==> src/shared/nand_host_cfg.svh <==
// Constants for the NAND parameter-page and status host controller.
// Included by the nand_host design file only; definitions only.
`ifndef NAND_HOST_CFG_SVH
`define NAND_HOST_CFG_SVH

`define CMD_READ_STATUS     8'h70
`define CMD_READ_MODE       8'h00
`define CMD_READ_PARAM      8'hec
`define CMD_READ_CONFIRM    8'h30
`define CRC_POLY            16'h8005
`define CRC_INIT            16'h4f4e
`define PP_CRC_LO           10'd254
`define PP_CRC_HI           10'd255
`define PP_COPY_LEN         10'd256
`define PP_COPIES           2'd3
`define ST_FAIL_BIT         0
`define ST_CACHE_FAIL_BIT   1
`define ST_ARRAY_RDY_BIT    5
`define ST_CACHE_RDY_BIT    6
`define ST_WP_N_BIT         7
`define ST_ZERO_MASK        8'h14
`define CLK_PERIOD_NS       5
`define STROBE_NS           25
`define STROBE_CYC          (((`STROBE_NS) + (`CLK_PERIOD_NS) - 1) / (`CLK_PERIOD_NS))
`define CCS_NS              60
`define CCS_CYC             (((`CCS_NS) + (`CLK_PERIOD_NS) - 1) / (`CLK_PERIOD_NS))
`define FIFO_DEPTH          8

`endif

==> src/shared/nand_host_pkg.sv <==
// Types for the NAND host controller.
// Assumes nothing of its surroundings.
package nand_host_pkg;
  typedef enum logic [1:0] {
    OP_STATUS,
    OP_PARAM,
    OP_RESUME
  } op_type;

  typedef enum {
    S_IDLE,
    S_CMD,
    S_ADDR,
    S_WAIT,
    S_RD,
    S_GAP,
    S_DONE
  } state_type;
endpackage

==> src/logic/nand_host.sv <==
// Host controller: reads the parameter page and polls status of a NAND device.
// Assumes the device pins are wired directly; one 200 MHz clock.
`timescale 1ns/10ps
`default_nettype none
`include "nand_host_cfg.svh"
module nand_host (
  input  wire logic       clk,
  input  wire logic       rst,
  input  wire logic       op_valid,
  input  wire logic [1:0] op_code,
  output logic            op_ready,
  output logic [7:0]      rd_data,
  output logic            rd_valid,
  input  wire logic       rd_ready,
  output logic [7:0]      status_q,
  output logic            status_fail,
  output logic            status_cache_fail,
  output logic            array_ready,
  output logic            write_protected,
  output logic            crc_ok,
  output logic            crc_done,
  output logic            busy,
  output logic            chip_select_n,
  output logic            cmd_latch,
  output logic            addr_latch,
  output logic            write_strobe_n,
  output logic            read_strobe_n,
  output logic [7:0]      io_out,
  output logic            io_oe_n,
  input  wire logic [7:0] io_in
);
  nand_host_pkg::state_type state_q;
  nand_host_pkg::op_type    op_q;
  logic [7:0]  io_s1_q;
  logic [7:0]  io_s2_q;
  logic [7:0]  io_s3_q;
  logic [7:0]  io_q;
  logic [7:0]  tmr_q;
  logic [9:0]  idx_q;
  logic [15:0] crc_q;
  logic [15:0] crc_rx_q;
  logic        strobe_lo_q;
  logic        crc_ok_q;
  logic        crc_done_q;
  logic        status_mode_q;
  logic        fifo_in_valid;
  logic        fifo_in_ready;
  logic        tick;

  // MSB-first CRC byte update, no reflection
  function automatic logic [15:0] crc_step(input logic [15:0] c, input logic [7:0] d);
    logic [15:0] r;
    r = c;
    for (int i = 7; i >= 0; i--) begin
      r = (r[15] ^ d[i]) ? ((r << 1) ^ `CRC_POLY) : (r << 1);
    end
    return r;
  endfunction

  // Three-stage sampling; a change counts when stages two and three agree
  always_ff @(posedge clk or posedge rst) begin
    if (rst) begin
      io_s1_q <= 8'h00;
      io_s2_q <= 8'h00;
      io_s3_q <= 8'h00;
      io_q    <= 8'h00;
    end else begin
      io_s1_q <= io_in;
      io_s2_q <= io_s1_q;
      io_s3_q <= io_s2_q;
      if (io_s2_q == io_s3_q) begin
        io_q <= io_s3_q;
      end
    end
  end

  assign tick          = (tmr_q == 8'h00);
  assign op_ready      = (state_q == nand_host_pkg::S_IDLE);
  assign busy          = !op_ready;
  assign fifo_in_valid = (state_q == nand_host_pkg::S_RD) && tick && strobe_lo_q
                         && (op_q != nand_host_pkg::OP_STATUS);
  assign crc_ok        = crc_ok_q;
  assign crc_done      = crc_done_q;
  assign status_fail       = status_q[`ST_FAIL_BIT] && status_q[`ST_ARRAY_RDY_BIT];
  assign status_cache_fail = status_q[`ST_CACHE_FAIL_BIT];
  assign array_ready       = status_q[`ST_ARRAY_RDY_BIT];
  assign write_protected   = !status_q[`ST_WP_N_BIT];

  // Sequencer
  always_ff @(posedge clk or posedge rst) begin
    if (rst) begin
      state_q        <= nand_host_pkg::S_IDLE;
      op_q           <= nand_host_pkg::OP_STATUS;
      tmr_q          <= 8'h00;
      idx_q          <= 10'd0;
      strobe_lo_q    <= 1'b0;
      chip_select_n  <= 1'b1;
      cmd_latch      <= 1'b0;
      addr_latch     <= 1'b0;
      write_strobe_n <= 1'b1;
      read_strobe_n  <= 1'b1;
      io_out         <= 8'h00;
      io_oe_n        <= 1'b1;
      status_mode_q  <= 1'b0;
    end else begin
      if (!tick) begin
        tmr_q <= tmr_q - 8'h01;
      end
      case (state_q)
        nand_host_pkg::S_IDLE: begin
          if (op_valid) begin
            op_q          <= nand_host_pkg::op_type'(op_code);
            chip_select_n <= 1'b0;
            cmd_latch     <= 1'b1;
            io_oe_n       <= 1'b0;
            idx_q         <= 10'd0;
            strobe_lo_q   <= 1'b0;
            tmr_q         <= 8'(`STROBE_CYC);
            case (nand_host_pkg::op_type'(op_code))
              nand_host_pkg::OP_STATUS: io_out <= `CMD_READ_STATUS;
              nand_host_pkg::OP_RESUME: io_out <= `CMD_READ_MODE;
              default:                  io_out <= `CMD_READ_PARAM;
            endcase
            write_strobe_n <= 1'b0;
            state_q        <= nand_host_pkg::S_CMD;
          end
        end
        nand_host_pkg::S_CMD: begin
          if (tick) begin
            write_strobe_n <= 1'b1;
            cmd_latch      <= 1'b0;
            status_mode_q  <= (op_q == nand_host_pkg::OP_STATUS);
            tmr_q          <= 8'(`CCS_CYC);
            if (op_q == nand_host_pkg::OP_PARAM) begin
              addr_latch <= 1'b1;
              io_out     <= 8'h00;
              state_q    <= nand_host_pkg::S_ADDR;
            end else if (op_q == nand_host_pkg::OP_RESUME) begin
              io_oe_n <= 1'b1;
              state_q <= nand_host_pkg::S_DONE;
            end else begin
              io_oe_n <= 1'b1;
              state_q <= nand_host_pkg::S_GAP;
            end
          end
        end
        nand_host_pkg::S_ADDR: begin
          if (tick && write_strobe_n) begin
            write_strobe_n <= 1'b0;
            tmr_q          <= 8'(`STROBE_CYC);
          end else if (tick) begin
            write_strobe_n <= 1'b1;
            addr_latch     <= 1'b0;
            io_oe_n        <= 1'b1;
            tmr_q          <= 8'(`STROBE_CYC);
            state_q        <= nand_host_pkg::S_WAIT;
          end
        end
        nand_host_pkg::S_WAIT: begin
          // Poll status until the array read finishes
          if (tick && read_strobe_n) begin
            read_strobe_n <= 1'b0;
            tmr_q         <= 8'(`STROBE_CYC);
          end else if (tick) begin
            read_strobe_n <= 1'b1;
            tmr_q         <= 8'(`STROBE_CYC);
            if (io_q[`ST_ARRAY_RDY_BIT]) begin
              state_q <= nand_host_pkg::S_GAP;
            end
          end
        end
        nand_host_pkg::S_GAP: begin
          if (tick) begin
            tmr_q   <= 8'(`STROBE_CYC);
            state_q <= nand_host_pkg::S_RD;
          end
        end
        nand_host_pkg::S_RD: begin
          if (tick && !strobe_lo_q) begin
            read_strobe_n <= 1'b0;
            strobe_lo_q   <= 1'b1;
            tmr_q         <= 8'(`STROBE_CYC);
          end else if (tick && (fifo_in_ready || op_q == nand_host_pkg::OP_STATUS)) begin
            read_strobe_n <= 1'b1;
            strobe_lo_q   <= 1'b0;
            tmr_q         <= 8'(`STROBE_CYC);
            idx_q         <= idx_q + 10'd1;
            if (op_q == nand_host_pkg::OP_STATUS ||
                idx_q == `PP_COPY_LEN - 10'd1) begin
              state_q <= nand_host_pkg::S_DONE;
            end
          end
        end
        nand_host_pkg::S_DONE: begin
          if (tick) begin
            chip_select_n <= 1'b1;
            state_q       <= nand_host_pkg::S_IDLE;
          end
        end
        default: state_q <= nand_host_pkg::S_IDLE;
      endcase
    end
  end

  // Status capture from the read cycle
  always_ff @(posedge clk or posedge rst) begin
    if (rst) begin
      status_q <= 8'h00;
    end else if (state_q == nand_host_pkg::S_RD && tick && strobe_lo_q && op_q == nand_host_pkg::OP_STATUS) begin
      status_q <= io_q & ~`ST_ZERO_MASK;
    end
  end

  // Parameter page CRC over bytes 0-253, compare with 254-255
  always_ff @(posedge clk or posedge rst) begin
    if (rst) begin
      crc_q      <= `CRC_INIT;
      crc_rx_q   <= 16'h0000;
      crc_ok_q   <= 1'b0;
      crc_done_q <= 1'b0;
    end else if (state_q == nand_host_pkg::S_IDLE && op_valid &&
                 nand_host_pkg::op_type'(op_code) == nand_host_pkg::OP_PARAM) begin
      crc_q      <= `CRC_INIT;
      crc_done_q <= 1'b0;
      crc_ok_q   <= 1'b0;
    end else if (fifo_in_valid && fifo_in_ready) begin
      if (idx_q < `PP_CRC_LO) begin
        crc_q <= crc_step(crc_q, io_q);
      end else if (idx_q == `PP_CRC_LO) begin
        crc_rx_q[7:0] <= io_q;
      end else begin
        crc_rx_q[15:8] <= io_q;
        crc_ok_q       <= ({io_q, crc_rx_q[7:0]} == crc_q);
        crc_done_q     <= 1'b1;
      end
    end
  end

  byte_fifo #(
    .WIDTH (8),
    .DEPTH (`FIFO_DEPTH)
  ) u_fifo (
    .clk       (clk),
    .rst       (rst),
    .in_data   (io_q),
    .in_valid  (fifo_in_valid),
    .in_ready  (fifo_in_ready),
    .out_data  (rd_data),
    .out_valid (rd_valid),
    .out_ready (rd_ready)
  );

  logic unused_status_mode;
  assign unused_status_mode = status_mode_q;
endmodule
`default_nettype wire

==> src/logic/byte_fifo.sv <==
// Synchronous FIFO with valid/ready on both sides.
// Assumes one clock and an asynchronous active-high reset.
`timescale 1ns/10ps
`default_nettype none
module byte_fifo #(
  parameter int WIDTH = 8,
  parameter int DEPTH = 8
) (
  input  wire logic             clk,
  input  wire logic             rst,
  input  wire logic [WIDTH-1:0] in_data,
  input  wire logic             in_valid,
  output logic                  in_ready,
  output logic [WIDTH-1:0]      out_data,
  output logic                  out_valid,
  input  wire logic             out_ready
);
  localparam int AW = $clog2(DEPTH);
  logic [WIDTH-1:0] mem [DEPTH];
  logic [AW-1:0]    wr_q;
  logic [AW-1:0]    rd_q;
  logic [AW:0]      cnt_q;
  logic             push;
  logic             pop;

  assign in_ready  = (cnt_q != (AW+1)'(DEPTH));
  assign out_valid = (cnt_q != '0);
  assign push      = in_valid && in_ready;
  assign pop       = out_valid && out_ready;
  assign out_data  = mem[rd_q];

  always_ff @(posedge clk) begin
    if (push) begin
      mem[wr_q] <= in_data;
    end
  end

  always_ff @(posedge clk or posedge rst) begin
    if (rst) begin
      wr_q  <= '0;
      rd_q  <= '0;
      cnt_q <= '0;
    end else begin
      if (push) begin
        wr_q <= (wr_q == AW'(DEPTH-1)) ? '0 : wr_q + 1'b1;
      end
      if (pop) begin
        rd_q <= (rd_q == AW'(DEPTH-1)) ? '0 : rd_q + 1'b1;
      end
      cnt_q <= cnt_q + {{AW{1'b0}}, push} - {{AW{1'b0}}, pop};
    end
  end
endmodule
`default_nettype wire

==> config.mk <==
export PLATFORM = sky130hd
export DESIGN_NAME = nand_host
export DESIGN_NICKNAME = d
export VERILOG_FILES = /design/src/shared/nand_host_pkg.sv /design/src/logic/nand_host.sv /design/src/logic/byte_fifo.sv
export VERILOG_INCLUDE_DIRS = /design/src /design/src/shared
export SDC_FILE = /design/constraint.sdc
export NUM_CORES = 1
export LEC_CHECK = 0
export BUFFER_PORTS_ARGS = -buffer_cell sky130_fd_sc_hd__buf_4
export CORE_AREA = 10 10 174 176
export DETAILED_ROUTE_END_ITERATION = 6
export DIE_AREA = 0 0 184 186
export SLEW_MARGIN = 20
export SYNTH_ARGS = -nofsm -noshare
export SYNTH_HDL_FRONTEND = slang
export SYNTH_HIERARCHICAL = 1
export SYNTH_SLANG_ARGS = --single-unit
==> constraint.sdc <==
create_clock -name clk -period 3.57 [get_ports clk]
set_clock_uncertainty 0.05 [all_clocks]
set_input_delay 0.357 -clock clk [delete_from_list [all_inputs] [get_ports clk]]
set_output_delay 0.357 -clock clk [all_outputs]
set_load 0.01 [all_outputs]
Word level (Yosys, flattened, before mapping)
Memories as Yosys holds them, arrays and structs flattened.
Index checks and enable logic that the tools add are counted.
- mux-type cells: 80
- reductions and logical operators: 47
- eq/ne operators: 36
- magnitude comparators: 1
- bitwise operators: 18
- add/sub/neg operators: 6
- operator list (cell ; count):
    $mux W32 ; 12
    $pmux W32 S7 ; 1
    $mux W16 ; 11
    $eq A32 B3 Y1 const B ; 3
    $mux W8 ; 11
    $eq A32 B2 Y1 const B ; 2
    $logic_not A32 Y1 ; 2
    $pmux W8 S6 ; 1
    $eq A32 B1 Y1 const B ; 1
    $eq A32 B4 Y1 const B ; 1
    $ne A2 B2 Y1 const B ; 16
    $pmux W8 S2 ; 2
    $mux W10 ; 3
    $mux W1 ; 27
    $not A3 Y3 ; 8
    $eq A10 B8 Y1 const B ; 2
    $pmux W10 S2 ; 1
    $eq A16 B16 Y1 ; 1
    $reduce_bool A2 Y1 ; 8
    $reduce_and A3 Y1 ; 5
    $logic_and A1 B1 Y1 ; 13
    $reduce_and A12 Y1 ; 1
    $reduce_and A4 Y1 ; 3
    $add A10 B1 Y10 const B ; 1
    other kinds (26) ; 52
- logic and storage cells: 213
- output and inout port bits: 39
- bits of input ports: 14
- register bits: 141
- memories: 1
- RAM bits: 64
- memories (name ; words ; bits a word ; rd ports ; clocked after memory_dff ; wr ports ; RTL line ; text):
    u_fifo.mem ; 8 ; 8 ; 1 ; 0 ; 1 ; byte_fifo.sv:19 ; logic [WIDTH-1:0] mem [DEPTH];

Longest topological paths before layout
- depth after elaboration: 19
- gate-level depth with buffers: 13
- mapped depth without buffers: 13

Modules after synthesis
Netlist, hierarchy kept.
- by module, submodules not included (module ; cells each ; times used ; seq. area each (um^2) ; area each (um^2)):
    nand_host ; 451 ; 1 ; 2443.6 ; 4805.9
    byte_fifo ; 150 ; 1 ; 2172.1 ; 3095.5

Worst setup path before layout
Ideal clock, no wire load.
- path kind: reg2reg
- start: register tmr_q[0]
- end: memory u_fifo.mem[0][0], enable pin
- setup slack: 807 ps
- library setup time: 395 ps
- clock period less this slack: 2763 ps
- cell stages (with the launch flop): 9
- path buffers: 0
- arrival time: 2318 ps
- required time: 3125 ps
- path through: dfrtp_1 > inv_1 > ha_1 > nor3b_1 > nand2_1 > inv_2 > and3_4 > nand2_2 > nor4_1
- longest elaborated chain between the ends: 7
- ends and longest elaborated chain (item ; RTL line ; text):
    start: declaration ; nand_host.sv:38 ; logic [7:0] tmr_q;
    start signal: assignment ; nand_host.sv:107 ; tmr_q <= tmr_q - 8'h01;
    start signal: assignment ; nand_host.sv:118 ; tmr_q <= 8'(`STROBE_CYC);
    start signal: assignment ; nand_host.sv:133 ; tmr_q <= 8'(`CCS_CYC);
    $logic_not A8 Y1 ; nand_host.sv:77 ; assign tick = (tmr_q == 8'h00);
    $logic_and A1 B1 Y1 (2 in series) ; nand_host.sv:80 ; assign fifo_in_valid = (state_q == nand_host_pkg::S_RD) && tick && strobe_lo_q
    $logic_and A1 B1 Y1 ; nand_host.sv:81 ; && (op_q != nand_host_pkg::OP_STATUS);
    net fifo_in_valid ; nand_host.sv:46 ; logic fifo_in_valid;
    $logic_and A1 B1 Y1 ; byte_fifo.sv:28 ; assign push = in_valid && in_ready;
    $mux W1 ; byte_fifo.sv:33 ; if (push) begin
    $mux W1 (not written as such) ; byte_fifo.sv:34 ; mem[wr_q] <= in_data;
    end: declaration ; byte_fifo.sv:19 ;
The timed path passes the listed nets, and every way through them passes these cells.

Worst setup path after layout
- start: register tmr_q[0]
- end: register u_fifo.cnt_q[2]
- longest elaborated chain between the ends: 7
- ends and longest elaborated chain (item ; RTL line ; text):
    $logic_not A8 Y1 ; nand_host.sv:77 ;
    $logic_and A1 B1 Y1 (2 in series) ; nand_host.sv:80 ;
    $logic_and A1 B1 Y1 ; nand_host.sv:81 ;
    net fifo_in_valid ; nand_host.sv:46 ;
    $logic_and A1 B1 Y1 ; byte_fifo.sv:28 ;
    $add A4 B1 Y4 ; byte_fifo.sv:50 ; cnt_q <= cnt_q + {{AW{1'b0}}, push} - {{AW{1'b0}}, pop};
    $sub A4 B1 Y4 ; byte_fifo.sv:50 ;
    end signal: assignment ; byte_fifo.sv:50 ;
    end: declaration ; byte_fifo.sv:22 ; logic [AW:0] cnt_q;
The timed path passes the listed nets, and every way through them passes these cells.
A chain may end at the register's enable or synchronous reset.

==> out/qor.csv <==
stage,metric,value,unit
critical_path,FF-to-FF End,u_fifo/cnt_q[2],
place,"Cell Area, Placed",8641,um2
critical_path,Critical Path Max Stage Delay,0.40,ns
min_path,hold crit path type,in2reg,
critical_path,slowest CP cell,dfrtp_1,
detailed_routing,DR WL/cell,15.23,um
critical_path,critical path data required time,3.83,ns
floorplanning,Vert. Die Dim,186,um
place,hpwl dp,11.01,mm
synth,Avg Synthesized Cell Area,13.15,um2
detailed_routing,vias per cell,4.645,
global_routing,largest net degree at the start of global routing,56,
cts,later-pin clock latency in the skew report,0.43,ns
cts,root buf cell,clkbuf_16,
global_routing,vias in the first global route,4963,
min_path,hold_sp,op_code[1],
global_routing,initial antenna violation count,0,
power_and_ir_drop,Max rail drop VDD,0.3604,mV
cts,Max H-tree Level,4,
synth,"Seq/Total Area, Yosys",58.42,%
synth,Syn Inst Count,601,
place,Port Buffer Count,48,
synth,ys async rst share,62.57,%
synth,post-synthesis mux area share,10.97,%
detailed_routing,Via Count,4724,
critical_path,Worst setup EP type,flip-flop,
floorplanning,Die Wd,184,um
layout,area delta synth->final,17.91,%
critical_path,Worst Path Buf+Inv,3,
place,routability cong.,0.7892,
synth,"Top FF cell, synth",dfrtp_1,
sta,slew margin rel.,40.45,%
floorplanning,Site Rows,60,
detailed_routing,DR iter-0 viols,229,
floorplanning,die area,34220,um2
critical_path,FF-to-FF Start,tmr_q[0],
cts,Post-CTS Setup Repair Bufs,0,
layout,antenna cell count,0,
flow_run,max cap viols,0,
cts,Num CTS Buffers,17,
critical_path,worst-path fanout max,8,
synth,Synth Area in Compound Gates,5.891,%
power_and_ir_drop,Leak,3.853,nW
sta,final hold violation count,0,
sta,fmax,348.9,MHz
sta,worst slew pin tran,0.8895,ns
detailed_routing,routed wire length,15.49,mm
critical_path,R2R depth,12,
layout,"commonest non-fill, non-tap cell in the layout",dfrtp_1,
sta,fin crit share,80.28,%
layout,nets@finish,698,
synth,"EDFF count, synth",64,
synth,post-synthesis simple-gate area fraction,11.78,%
floorplanning,IO Pins,53,
synth,main combinational cell family by area after synthesis,simple AND/OR/NAND/NOR gates,
synth,Synth Area in XOR/XNOR,6.033,%
synth,adder-cell share of the synthesized area,3.420,%
detailed_routing,DR DRC count,0,
global_routing,first-pass GRT wire length,26.14,mm
critical_path,Reg2Reg Setup Slack,0.70,ns
min_path,Worst Hold Path EP,op_q[1],
critical_path,startpoint types,flip-flop,
cts,CTS tree,done,
detailed_routing,drt pass-1 iters,4,
power_and_ir_drop,Power Density,770.9,nW/um2
global_routing,gr ovfl total,0,
cts,"Reg clk slew, reported paths",0.07,ns
cts,TritonCTS Sinks,171,
min_path,hold depth,3,
critical_path,type of the worst setup path,reg2reg,
sta,fin crit period,2.866,ns
synth,cell area after synthesis,7901,um2
global_routing,Overall Global Routing Usage,9.625,%
detailed_routing,Routed Antenna Nets,0,
critical_path,cell mode on critical path,ha_1,
floorplanning,initial core utilization,29.56,%
cts,Max Buffers Root-to-Sink,2,
synth,synthesis-stage register bit count,171,
critical_path,CP cell instances,inv_1 > ha_1 > nor3b_1 > nand2_1 > inv_2 > and3_4 > nand2_2 > ha_1 > inv_1 > ha_1 > fa_1 > xor2_1,
floorplanning,Core Footprint,26730,um2
sta,setup TNS,0,ns
layout,share of cells above drive strength 1,25.59,%
critical_path,CP arrival,3.12,ns
synth,Synthesis Warnings,6,
layout,"Core Util, Final",34.86,%
sta,RSZ-0062 raised after global routing,no,
synth,post-synth cell types,67,
layout,post-route design area,9316,um2
status,status,finished clean,
layout,most frequent cells in the layout,"dfrtp_1 (94), buf_4 (65), edfxtp_1 (64)",
critical_path,"delay-heaviest family, CP",adder cells,
sta,final setup violating endpoints,0,
sta,Slew Limit Fails,0,
## per-layer routing
| metal | part of all wire [%] | up-vias | wire [um] | GRT usage, % |
|---|---|---|---|---|
| li1 | - | 2293 | - | - |
| met1 | 45 | 2350 | 6907 | 11.44 |
| met2 | 50 | 63 | 7699 | 16.22 |
| met3 | 4.2 | 18 | 646 | 2.808 |
| met4 | 1.5 | 0 | 231 | 3.441 |
| met5 | 0 | - | 0 | 0 |
## flip-flops by register name, indices dropped and copies added, names as in the netlist, 4 cells and up
| name | flops |
|---|---|
| tmr_q | 8 |
| io_s1_q | 8 |
| io_s2_q | 8 |
| u_fifo/cnt_q | 4 |
| crc_rx_q | 8 |
| status_q | 6 |
| idx_q | 10 |
| u_fifo/mem | 64 |
| io_s3_q | 8 |
| crc_q | 16 |
| io_q | 8 |
## Yosys cell counts, types with 5 or more instances
library cell	number	area, um2
xnor2_1	29	254.0
clkbuf_1	18	67.56
dfstp_2	13	341.6
xor2_1	21	183.9
o21ai_0	24	120.1
nand2_1	32	120.1
a21oi_1	21	105.1
mux2_4	16	240.2
and3_1	8	50.05
dfrtp_1	94	2352
mux4_2	8	180.2
edfxtp_1	64	1922
nor2b_1	7	43.79
nand2b_1	5	31.28
nor3_1	20	100.1
nand3_1	13	65.06
mux4_1	8	210.2
inv_1	21	78.83
nand4_1	15	93.84
buf_4	9	67.56
mux2_2	21	236.5
nor2_1	42	157.7
ha_1	20	250.2
## layout make-up
class,count,area (um2)
Fill cell,2601,17410
Sequential cell,171,4616
Multi-Input combinational cell,377,3030
Timing Repair Buffer,74,578.1
Tap cell,341,426.7
Clock buffer,17,425.4
Clock inverter,15,155.1
Inverter,22,85.08
## cells by family after synthesis
kind of cell             count (synthesis)
other                                    1
adder cells (fa/ha/maj)                 21
buffers and inverters                   56
XOR/XNOR                                52
AO/OA/AOI/OAI                           74
AND/OR/NAND/NOR                        173
multiplexers                            53
flip-flops                             171
## where the power goes
group	switching, W	internal [W]
logic	0.00133	0.00130
registers	0.000345	0.00241
clock network	0.000802	0.000987
total	0.00248	0.00470
## worst min-delay path: cells and delay by family
family	cells	cell delay [ns]
buffers and inverters	1	0.10
AOI/OAI and AO/OA	1	0.06
and+or+nand+nor	1	0.04
## per-stage QoR
step	hold WS, ns	worst slack [ns]	power, W	cells
after floorplan	0.1472	0.6508	0.004758	604
after global placement	0.2833	0.8197	0.005419	976
after detailed placement	0.2847	0.7187	0.005452	976
after CTS	0.1002	0.6936	0.007287	1017
after global routing	0.1340	0.5093	0.007699	1017
final	0.1222	0.7038	0.007182	1017
## worst max-delay path by stage
stage,slack [ns],depth (start not counted),start,to
finish,0.70,12,tmr_q[0],u_fifo/cnt_q[2]
CTS,0.69,12,tmr_q[0],u_fifo/cnt_q[2]
detailed placement,0.72,12,tmr_q[0],u_fifo/cnt_q[2]
global route,0.51,12,tmr_q[0],u_fifo/cnt_q[2]
floorplan,0.65,1,rst,addr_latch
global placement,0.82,12,tmr_q[0],u_fifo/cnt_q[2]
## what timing repair did
| action | 4_1_cts | 5_1_grt |
|---|---|---|
| endpoints found under the hold margin | 18 | 0 |
| hold buffers | 9 | 0 |
| resized for setup | 0 | 0 |
Power figures use the tool's default switching activity.
